==> config.mk <==
export PLATFORM = sky130hd
export DESIGN_NAME = rst_seq
export DESIGN_NICKNAME = d
export VERILOG_FILES = /design/src/rst_seq_pkg.sv /design/src/seq_counter.sv /design/src/rst_seq.sv
export VERILOG_INCLUDE_DIRS = /design/src
export SDC_FILE = /design/constraint.sdc
export NUM_CORES = 1
export LEC_CHECK = 0
export BUFFER_PORTS_ARGS = -buffer_cell sky130_fd_sc_hd__buf_2
export CELL_PAD_IN_SITES_DETAIL_PLACEMENT = 1
export CELL_PAD_IN_SITES_GLOBAL_PLACEMENT = 2
export CORE_ASPECT_RATIO = 1.4
export CORE_MARGIN = 2
export CORE_UTILIZATION = 30
export DETAILED_ROUTE_END_ITERATION = 7
export PLACE_DENSITY_LB_ADDON = 0.05
export SLEW_MARGIN = 40
export SYNTH_ARGS = -nofsm -noshare
export SYNTH_HDL_FRONTEND = slang
export SYNTH_SLANG_ARGS = --single-unit
==> constraint.sdc <==
create_clock -name clk -period 2.5 [get_ports clk]
set_clock_uncertainty 0.2 [all_clocks]
set_input_delay 0.25 -clock clk [delete_from_list [all_inputs] [get_ports clk]]
set_output_delay 0.25 -clock clk [all_outputs]
set_load 0.02 [all_outputs]
==> src/rst_seq_regs.svh <==
// Constants for the reset sequencer and power mode control
`ifndef RST_SEQ_REGS_SVH
`define RST_SEQ_REGS_SVH
`define SEQ_HALF_CLOCKS 1024
`define SEQ_CYCLES (`SEQ_HALF_CLOCKS / 2)
`define CFG_BIDIR_BIT 5
`define CFG_WIDTH 16
`define CNT_WIDTH 10
`endif

==> src/rst_seq_pkg.sv <==
// Types for the reset sequencer and power mode control
package rst_seq_pkg;
   typedef enum logic [5:0] {
      ST_RUN    = 6'h01,
      ST_HOLD   = 6'h02,
      ST_TRANS  = 6'h04,
      ST_SEQ    = 6'h08,
      ST_EXTEND = 6'h10,
      ST_WDWAIT = 6'h20
   } seq_state_e;
   typedef enum logic [2:0] {
      PM_ACTIVE = 3'h1,
      PM_IDLE   = 3'h2,
      PM_PDOWN  = 3'h4
   } pm_state_e;
endpackage

==> src/seq_counter.sv <==
// Down counter timing the internal reset sequence
`timescale 1ns/1ps
module seq_counter #(
   parameter int WIDTH = 10,
   parameter logic [WIDTH-1:0] LOAD = '1
) (
   input wire logic clk,          // CPU clock
   input wire logic sys_rst,      // Synchronous reset
   input wire logic load,         // Restart the count
   input wire logic run,          // Count down while high
   output logic done              // Count at zero
);
   logic [WIDTH-1:0] cnt_q;
   logic [WIDTH-1:0] cnt_d;
   assign cnt_d = load ? LOAD : ((run && cnt_q != '0) ? cnt_q - 1'b1 : cnt_q);
   assign done = (cnt_q == '0) && !load;
   always_ff @(posedge clk) begin
      if (sys_rst) cnt_q <= '0;
      else cnt_q <= cnt_d;
   end
endmodule

==> src/rst_seq.sv <==
// Reset sequencer and power reduction mode control
//
// Function
// - Reset pin low drives internal reset immediately, no clock needed.
// - Release of reset pin is resynchronised before reset is left.
// - Reset pin sampled low with programming supply high starts warm reset.
// - Warm reset immediately floats I/Os and drives reset output low.
// - Transition phase cancels holds, ends internal cycles, aborts bus cycles.
// - Internal reset sequence then lasts 1024 half clocks, 512 cycles.
// - With bidir enable set, reset pin driven low and enable cleared.
// - After sequence, reset pin still low prolongs internal reset.
// - Software reset instruction starts 512-cycle sequence, drives reset pin low.
// - Watchdog overflow starts the reset sequence.
// - Watchdog reset lets bus cycle finish without ready or with ready.
// - Watchdog reset aborts bus cycle when ready sampled inactive.
// - Watchdog resets suppressed in bootstrap loader mode.
// - Bidir reset drives pin for whole watchdog or software sequence.
// - Idle halts CPU only; any interrupt or any software, watchdog or warm reset ends it; cold pin reset does not.
// - Power-down halts all; configurable wake by warm reset or fast pin.
// - Idle or power-down entered only after bus actions finish.
// - Entry refused when ready enabled but not activated on last access.
`timescale 1ns/1ps
`include "rst_seq_regs.svh"
module rst_seq
   import rst_seq_pkg::*;
#(
   parameter int SEQ_LEN = `SEQ_CYCLES
) (
   input wire logic clk,                 // CPU clock
   input wire logic sys_rst,             // Synchronous reset, power-on
   input wire logic reset_input_pin_i,   // Reset pin level, low active
   output logic reset_input_pin_o,       // Reset pin drive value
   output logic reset_input_pin_oe,      // Reset pin drive enable
   output logic reset_output_pin,        // Reset output pin, low active
   input wire logic vpp_pin,             // Programming supply pin
   input wire logic software_reset_instruction, // Software reset pulse
   input wire logic wdt_overflow,        // Watchdog overflow pulse
   input wire logic bootstrap_mode,      // Bootstrap loader active
   input wire logic bidir_reset_enable_wr,  // Config write strobe
   input wire logic bidir_reset_enable_val, // Config write value
   output logic bidir_reset_enable,      // Bidirectional reset enable
   input wire logic bus_active,          // External bus cycle running
   input wire logic bus_uses_ready,      // Running cycle uses ready
   input wire logic waitstates_done,     // Programmed waitstates elapsed
   input wire logic ready_pin,           // Ready pin level
   input wire logic ready_enabled,       // Ready handshake enabled
   input wire logic ready_polarity,      // 1: active high ready
   input wire logic idle_req,            // Idle instruction pulse
   input wire logic pdown_req,           // Power-down instruction pulse
   input wire logic pdown_hw_only,       // Power-down wakes only by hw/fast pin
   input wire logic irq_req,             // Any interrupt request
   input wire logic fast_ext_irq,        // Fast external interrupt pin
   output logic io_float,                // Place I/Os in high impedance
   output logic internal_reset,          // Internal reset, high active
   output logic hold_cancel,             // Cancel pending holds
   output logic bus_abort,               // Abort external bus cycle
   output logic cpu_halt,                // CPU clock stopped
   output logic periph_halt              // Peripheral clocks stopped
);
   seq_state_e st_q;
   seq_state_e st_d;
   pm_state_e pm_q;
   pm_state_e pm_d;
   logic [1:0] rst_sync_q;
   logic sync_low_q;
   logic drive_q;
   logic cold_q;
   logic bidir_q;
   logic ready_seen_q;
   logic seq_done;

   // Two synchroniser stages plus a third, sync_low_q, that feeds the state logic
   always_ff @(posedge clk) begin
      rst_sync_q <= {rst_sync_q[0], reset_input_pin_i};
      sync_low_q <= !rst_sync_q[1];
   end

   wire pin_low = !reset_input_pin_i;
   // Reset pin entry acts without a clock; our own drive is excluded
   wire ext_low = pin_low && !(drive_q && reset_input_pin_oe);
   wire warm_start = sync_low_q && vpp_pin && !drive_q;
   wire sw_start = software_reset_instruction;
   wire wd_start = wdt_overflow && !bootstrap_mode;
   wire ready_active = ready_pin == ready_polarity;
   wire wd_finish = !bus_active || !bus_uses_ready
      || (waitstates_done && ready_active);
   wire wd_abort = bus_active && bus_uses_ready
      && waitstates_done && !ready_active;
   wire in_reset = (st_q != ST_RUN);
   wire new_src = (sw_start || wd_start) && st_q == ST_RUN;
   wire load_cnt = (st_q == ST_TRANS) || (st_q == ST_WDWAIT && (wd_finish || wd_abort))
      || (sw_start && st_q == ST_RUN);

   seq_counter #(
      .WIDTH(`CNT_WIDTH),
      .LOAD(`CNT_WIDTH'(SEQ_LEN - 1))
   ) u_cnt (
      .clk(clk),
      .sys_rst(sys_rst),
      .load(load_cnt),
      .run(st_q == ST_SEQ),
      .done(seq_done)
   );

   always_comb begin
      st_d = st_q;
      unique case (st_q)
         ST_RUN: begin
            if (warm_start) st_d = ST_HOLD;
            else if (sw_start) st_d = ST_SEQ;
            else if (wd_start) st_d = ST_WDWAIT;
         end
         ST_HOLD: begin
            if (!sync_low_q) st_d = ST_TRANS;
         end
         ST_TRANS: st_d = ST_SEQ;
         ST_WDWAIT: begin
            // An aborted cycle does not wait for the bus to go idle
            if (wd_finish || wd_abort) st_d = ST_SEQ;
         end
         ST_SEQ: begin
            if (seq_done) st_d = ST_EXTEND;
         end
         ST_EXTEND: begin
            if (!sync_low_q || drive_q) st_d = ST_RUN;
         end
         default: st_d = ST_RUN;
      endcase
   end

   // Drive of the reset pin spans the whole sequence of a bidir reset
   wire drive_set = bidir_q && (st_q == ST_TRANS || new_src);
   wire drive_clr = st_q == ST_EXTEND;

   always_ff @(posedge clk) begin
      if (sys_rst || ext_low && st_q == ST_RUN && !vpp_pin) begin
         st_q <= ST_RUN;
         drive_q <= 1'b0;
         cold_q <= ext_low;
      end else begin
         st_q <= st_d;
         // Cold reset is left only once the pin release has crossed both stages
         if (rst_sync_q[1]) cold_q <= 1'b0;
         if (drive_set || (sw_start && st_q == ST_RUN)) drive_q <= 1'b1;
         else if (drive_clr) drive_q <= 1'b0;
      end
   end

   // Enable bit clears when the sequence starts driving the pin
   always_ff @(posedge clk) begin
      if (sys_rst) bidir_q <= 1'b0;
      else if (drive_set) bidir_q <= 1'b0;
      else if (bidir_reset_enable_wr) bidir_q <= bidir_reset_enable_val;
   end

   // Ready status of the last completed bus access
   always_ff @(posedge clk) begin
      if (sys_rst) ready_seen_q <= 1'b1;
      else if (bus_active && waitstates_done) ready_seen_q <= ready_active;
   end

   wire entry_ok = !bus_active && (!ready_enabled || ready_seen_q);
   wire idle_wake = irq_req || in_reset;
   wire pd_wake = pdown_hw_only ? (fast_ext_irq || st_q == ST_HOLD)
      : (fast_ext_irq || irq_req || in_reset);

   always_comb begin
      pm_d = pm_q;
      unique case (pm_q)
         PM_ACTIVE: begin
            if (!in_reset && entry_ok && pdown_req) pm_d = PM_PDOWN;
            else if (!in_reset && entry_ok && idle_req) pm_d = PM_IDLE;
         end
         PM_IDLE: begin
            if (idle_wake) pm_d = PM_ACTIVE;
         end
         PM_PDOWN: begin
            if (pd_wake) pm_d = PM_ACTIVE;
         end
         default: pm_d = PM_ACTIVE;
      endcase
   end

   always_ff @(posedge clk) begin
      if (sys_rst) pm_q <= PM_ACTIVE;
      else pm_q <= pm_d;
   end

   // Asynchronous paths: pin low forces reset outputs without a clock edge
   assign internal_reset = sys_rst || ext_low || cold_q || in_reset;
   assign io_float = sys_rst || ext_low || cold_q || st_q == ST_HOLD;
   assign reset_output_pin = !(sys_rst || ext_low || cold_q || in_reset);
   assign hold_cancel = st_q == ST_TRANS;
   assign bus_abort = st_q == ST_TRANS || (st_q == ST_WDWAIT && wd_abort);
   assign reset_input_pin_o = 1'b0;
   assign reset_input_pin_oe = drive_q && !sys_rst;
   assign bidir_reset_enable = bidir_q;
   assign cpu_halt = pm_q != PM_ACTIVE;
   assign periph_halt = pm_q == PM_PDOWN;
endmodule

==> results.txt, run 1 <==
Final #Nets = 219
clock slew at reported path FFs = 100 ps
worst flop-to-flop path startpoint = st_q[5]$_SDFFE_PP0P_
DRC = 0
CTS sink count = 26
CTS tree = built
Seq/Total Area, Yosys = 37.7%
H-tree depth = 1
Synth cell types = 51
Clk pwr share = 24.3%
# setup viols final = 0
Die X = 61.9 microns
Synth Register Bits = 26
power density cells = 690 nW/um^2
remaining global-route overflow = 0
Initial DRT Pass Iterations = 4
total setup buffers inserted after CTS = 0
WP data arrival = 1900 ps
Yosys top cell by area = dfxtp_1
routability cong. = 0.825
count leader, synth = dfxtp_1
CP Max Fanout = 5
Clock Tree Root = clkbuf_8
Critical Path Sink Type = output port
vias in the first global route = 1409
leakage power = 0.718 nW
die height = 85.1 microns
setup ws final = 152 ps
Max Cap Viol = 0
Final Critical Period = 2350 ps
Layout area overhead = 20.2%
post-route cell area = 1690 sq um
top routing layer in use = met4
pre-CTS setup slack = 286 ps
number of antenna violations at the first check in global routing = 0
later-pin clock latency in the skew report = 280 ps
Initial DRC Count = 30
crit path to = bus_abort
placed insts = 253
I/O Buffers = 28
DR WL/cell = 15.5 microns
row cnt = 29
worst path required time = 2050 ps
fin util = 37.4%
Routed Antenna Nets = 0
CP Launch Point = st_q[5]$_SDFFE_PP0P_
Pint = 762 uW
cells on worst reg2reg path = 4
core area = 4540 sq um
top cells by count, synth = dfxtp_1 (25), nand2_1 (16), a21oi_1 (15), nor2_1 (15)
sequential fraction of design power = 44.7%
metal2 WL = 2.36 mm
count of pins over their slew limit = 0
fraction of layout cells with a size suffix above 1 = 24.5%
hold slack = 36.2 ps
Tot GR Track Use = 16.9%
status = finished clean
final worst path period share = 93.9%
number of synthesized flops with an enable pin = 1
vias after detailed routing = 1313
Num CTS Buffers = 3
setup TNS = 0 ps
Max Root-Sink Buffers = 2
Synthesized Nets = 186
Initial Util = 31.1%
post-route insts no fill = 258
die area = 5270 sq um
largest cells by area after synthesis = dfxtp_1 (36%), a21oi_1 (5.3%), xor2_1 (5.0%)
Tot Pwr = 1.17 mW
first-pass GRT wire length = 6.69 mm
Switching Power = 407 uW
Worst Setup Path Type = register to output port
switching portion of total power = 34.8%
Async S/R FF share, synth = 0%
Metal-1 WL = 1.51 mm
placed instance area = 1630 sq um
largest net degree at the start of global routing = 21
DR WL met3 = 95 microns
flop2flop setup slack = 270 ps
Post-Route WL = 4.01 mm
dpl hpwl = 3.28 mm
Mapped Cells = 164
vias per std cell = 5.09
mapped cell area = 1410 sq um
Worst Setup Start Kind = register
Synth Area per Inst = 8.59 sq um
Antenna diodes = 0
RSZ-0062 raised after global routing = false
RR Endpoint = u_cnt.cnt_q[9]$_SDFFE_PP0P_
YS warnings = 0
Max Freq = 426 MHz
Hold Path Class = input pin to register
Most used DFF post-synth = dfxtp_1
final hold violations = 0
VDD IR max = 0.223 mV
Combinational Power Share = 31.1%
post-synth top area share = 35.5%
I/O pin count = 30
## worst max-delay path: stages (launching register included)
cell and delay (ps):
dfxtp_1 370, or4_4 580, or3b_1 430, nand2_1 80
buf_2 160
## cells by family after synthesis
| group | Yosys count | synth area share [%] |
|---|---|---|
| XOR/XNOR | 9 | 5.60 |
| adder cells (fa/ha/maj) | 2 | 1.78 |
| AND/OR/NAND/NOR | 75 | 31.5 |
| other | 1 | 0.266 |
| multiplexers | 2 | 1.78 |
| AO/OA/AOI/OAI | 38 | 18.1 |
| flip-flops | 26 | 37.7 |
| buffers and inverters | 11 | 3.29 |
## final cells by class
class                           instances  area [sq um]
Clock buffer                            4          55.1
Fill cell                             564          2840
Inverter                                7          26.3
Multi-Input combinational cell        127           832
Sequential cell                        26           531
Tap cell                               62          77.6
Timing Repair Buffer                   32           173
## sequential cells by signal, indices dropped and copies added, names as in the netlist
signal	count
sync_low_q	1
cold_q	1
rst_sync_q	2
bidir_reset_enable	1
ready_seen_q	1
drive_q	1
pm_q	3
u_cnt.cnt_q	10
st_q	6
## power by group through the flow
| stage | Combinational [mW] | Sequential [mW] | Clock (mW) |
|---|---|---|---|
| 2_1_floorplan | 0.251 | 0.516 | 0 |
| 5_1_grt | 0.405 | 0.531 | 0.310 |
| 4_1_cts | 0.368 | 0.522 | 0.289 |
| 3_3_place_gp | 0.355 | 0.528 | 0 |
| 6_report | 0.363 | 0.522 | 0.283 |
| 3_5_place_dp | 0.365 | 0.532 | 0 |
## worst min-delay path by stage
stage                                from                     to  slack [ps]  cells past startpoint
floorplan               reset_input_pin_i  rst_sync_q[0]$_DFF_P_          80                      0
global placement    rst_sync_q[0]$_DFF_P_  rst_sync_q[1]$_DFF_P_         120                      0
detailed placement  rst_sync_q[0]$_DFF_P_  rst_sync_q[1]$_DFF_P_         120                      0
CTS                             pdown_req   pm_q[2]$_SDFFE_PP0P_          40                      3
global route                    pdown_req   pm_q[2]$_SDFFE_PP0P_          40                      3
finish                          pdown_req   pm_q[2]$_SDFFE_PP0P_          40                      3
## layout by cell type (no fill, tap or decap), types with 3 or more instances in the layout
master / instances
a31oi_1: 3
nand2_1: 16
nor2_1: 15
inv_1: 7
a21o_1: 3
clkbuf_8: 4
nor3_1: 8
buf_2: 28
dfxtp_1: 25
nor2b_1: 3
nand3_1: 3
a21oi_1: 15
o21ai_0: 5
nor3b_1: 3
and3_1: 4
buf_4: 3
xor2_1: 8
## per-layer routing
layer  track usage (%)  up-vias
li1                  -      652
met1              17.8      638
met2              32.9       19
met3              2.13        4
met4              4.64        0
met5                 0        -
## timing repair
action	CTS	global route
hold endpoints to repair	1	0
hold buffers	1	0
gates resized for setup	0	0
No activity file was read; power rests on OpenSTA's default activity.
==> run 2, diff against run 1 <==
--- a/config.mk
+++ b/config.mk
@@ -13,6 +13,7 @@
 export CORE_MARGIN = 2
 export CORE_UTILIZATION = 30
 export DETAILED_ROUTE_END_ITERATION = 7
+export HOLD_SLACK_MARGIN = 0.05
 export PLACE_DENSITY_LB_ADDON = 0.05
 export SLEW_MARGIN = 40
 export SYNTH_ARGS = -nofsm -noshare
==> results.txt, run 2 (synthesized netlist as in run 1, its figures left out) <==
RR Endpoint = u_cnt.cnt_q[9]$_SDFFE_PP0P_
Worst Setup Start Kind = register
later-pin clock latency in the skew report = 280 ps (about the same)
DRC = 0 (unchanged)
Initial DRC Count = 29 (-3.3%)
largest net degree at the start of global routing = 21 (unchanged)
routability cong. = 0.825 (unchanged)
I/O Buffers = 28 (unchanged)
Filler cells = 564 (unchanged)
CP Launch Point = st_q[5]$_SDFFE_PP0P_
CTS sink count = 26 (unchanged)
VDD IR max = 0.223 mV (about the same)
RSZ-0062 raised after global routing = false
worst flop-to-flop path startpoint = st_q[5]$_SDFFE_PP0P_
power density cells = 687 nW/um^2 (-0.39%)
core area = 4540 sq um (unchanged)
Die X = 61.9 microns (unchanged)
status = finished clean
fraction of layout cells with a size suffix above 1 = 24.4% (-0.12 points)
slowest stage cell, crit path = or4_4
Layout area overhead = 21.0%
number of gates resized after cts = 0 (unchanged)
CTS hold repair buffers = 2 (+1)
Largest register FFs = 10 (unchanged)
vias after detailed routing = 1324 (+0.84%)
CTS tree = built
Final #Nets = 220 (+0.46%)
final hold violations = 0 (unchanged)
setup TNS = 0 ps (unchanged)
Reg with most FFs = u_cnt.cnt_q
Worst Setup Path Type = register to output port
post-route insts no fill = 259 (+0.39%)
Num CTS Buffers = 3 (unchanged)
die height = 85.1 microns (unchanged)
WP buf/inv = 1 (unchanged)
Hold Path Class = input pin to register
commonest cells after routing, fill and taps aside = buf_2 (28), dfxtp_1 (25), nand2_1 (16), nor2_1 (15), a21oi_1 (15)
commonest non-fill, non-tap cell in the layout = buf_2
H-tree depth = 1 (unchanged)
Initial Util = 31.1% (unchanged)
final worst path period share = 93.9% (about the same)
# setup viols final = 0 (unchanged)
Initial DRT Pass Iterations = 4 (unchanged)
WP depth = 4 (unchanged)
cells on worst reg2reg path = 4 (unchanged)
vias in the first global route = 1419 (+0.71%)
total setup buffers inserted after CTS = 0 (unchanged)
Post-Route WL = 4.05 mm (+1.0%)
Antenna diodes = 0 (unchanged)
vias per std cell = 5.11 (+0.45%)
Critical Path Sink Type = output port
crit path to = bus_abort
Clock Tree Root = clkbuf_8
CP Max Fanout = 5 (unchanged)
crit-path leading delay family = simple AND/OR/NAND/NOR gates
row cnt = 29 (unchanged)
Max Cap Viol = 0 (unchanged)
Final Critical Period = 2350 ps (+0.875 ps)
leakage power = 0.722 nW (+0.58%)
clock slew at reported path FFs = 90 ps (about the same)
Tot GR Track Use = 17.0% (+0.12 points)
count of pins over their slew limit = 0 (unchanged)
Critical Path, Cell by Cell = or4_4 > or3b_1 > nand2_1 > buf_2
die area = 5270 sq um (unchanged)
Max Root-Sink Buffers = 2 (unchanged)
Max Freq = 426 MHz (about the same)
placed insts = 253 (unchanged)
Worst path max stage delay = 580 ps (about the same)
remaining global-route overflow = 0 (unchanged)
dpl hpwl = 3.28 mm (unchanged)
Routed Antenna Nets = 0 (unchanged)
first-pass GRT wire length = 6.73 mm (+0.61%)
worst path required time = 2050 ps (about the same)
number of antenna violations at the first check in global routing = 0 (unchanged)
I/O pin count = 30 (unchanged)
WP data arrival = 1900 ps (about the same)
largest registers = u_cnt.cnt_q: 10 flops, st_q: 6 flops, pm_q: 3 flops
DR WL/cell = 15.6 microns (+0.63%)
flop2flop setup slack = 270 ps (about the same)
## run 2: area by class of cell
cell class                      count  area, sq um  area share (%)
Clock buffer                        4         55.1            3.23
Multi-Input combinational cell    127          832            48.8
Timing Repair Buffer               33          183            10.7
Inverter                            7         26.3            1.54
Tap cell                           62         77.6            4.55
Sequential cell                    26          531            31.1
## run 2: metal layers
layer / up-vias / GRT usage (%) / share of wire (%)
met5: - / 0 / 0
met4: 0 / 4.64 / 1.1
met3: 4 / 2.13 / 2.4
met2: 21 / 33.3 / 59
met1: 645 / 17.8 / 37
li1: 654 / - / -
## run 2: worst min-delay path by stage
stage                                 to  cells after the start                   from  slack (ps)
6_report       ready_seen_q$_SDFFE_PP1P_                      3        waitstates_done          80
3_3_place_gp       rst_sync_q[1]$_DFF_P_                      0  rst_sync_q[0]$_DFF_P_         120
5_1_grt        ready_seen_q$_SDFFE_PP1P_                      3        waitstates_done         100
3_5_place_dp       rst_sync_q[1]$_DFF_P_                      0  rst_sync_q[0]$_DFF_P_         120
4_1_cts        ready_seen_q$_SDFFE_PP1P_                      3        waitstates_done          70
2_1_floorplan      rst_sync_q[0]$_DFF_P_                      0      reset_input_pin_i          80
## run 2: tightest hold or removal path: cells and delay by family
kind	cells	cell delay [ps]
AO/OA/AOI/OAI	2	170
buffers and inverters	1	100
## run 2: per-stage QoR
| step | util [%] | power, mW | cell area, sq um | hold slack, ps | worst slack, ps |
|---|---|---|---|---|---|
| 4_1_cts | 37.6 | 1.18 | 1700 | 73.5 | 139 |
| 5_1_grt | 37.6 | 1.25 | 1700 | 97.2 | 81.8 |
| 2_1_floorplan | - | 0.768 | 1410 | 77.7 | 428 |
| 3_5_place_dp | 35.9 | 0.896 | 1630 | 118 | 286 |
| 3_3_place_gp | 35.9 | 0.883 | 1630 | 119 | 319 |
| 6_report | 37.6 | 1.17 | 1700 | 77.3 | 152 |
## run 2: report_power, final
group | internal (mW) | total (mW) | switching [mW]
combinational | 0.154 | 0.365 | 0.211
sequential | 0.467 | 0.522 | 0.0544
clock | 0.141 | 0.284 | 0.143
total | 0.763 | 1.17 | 0.408
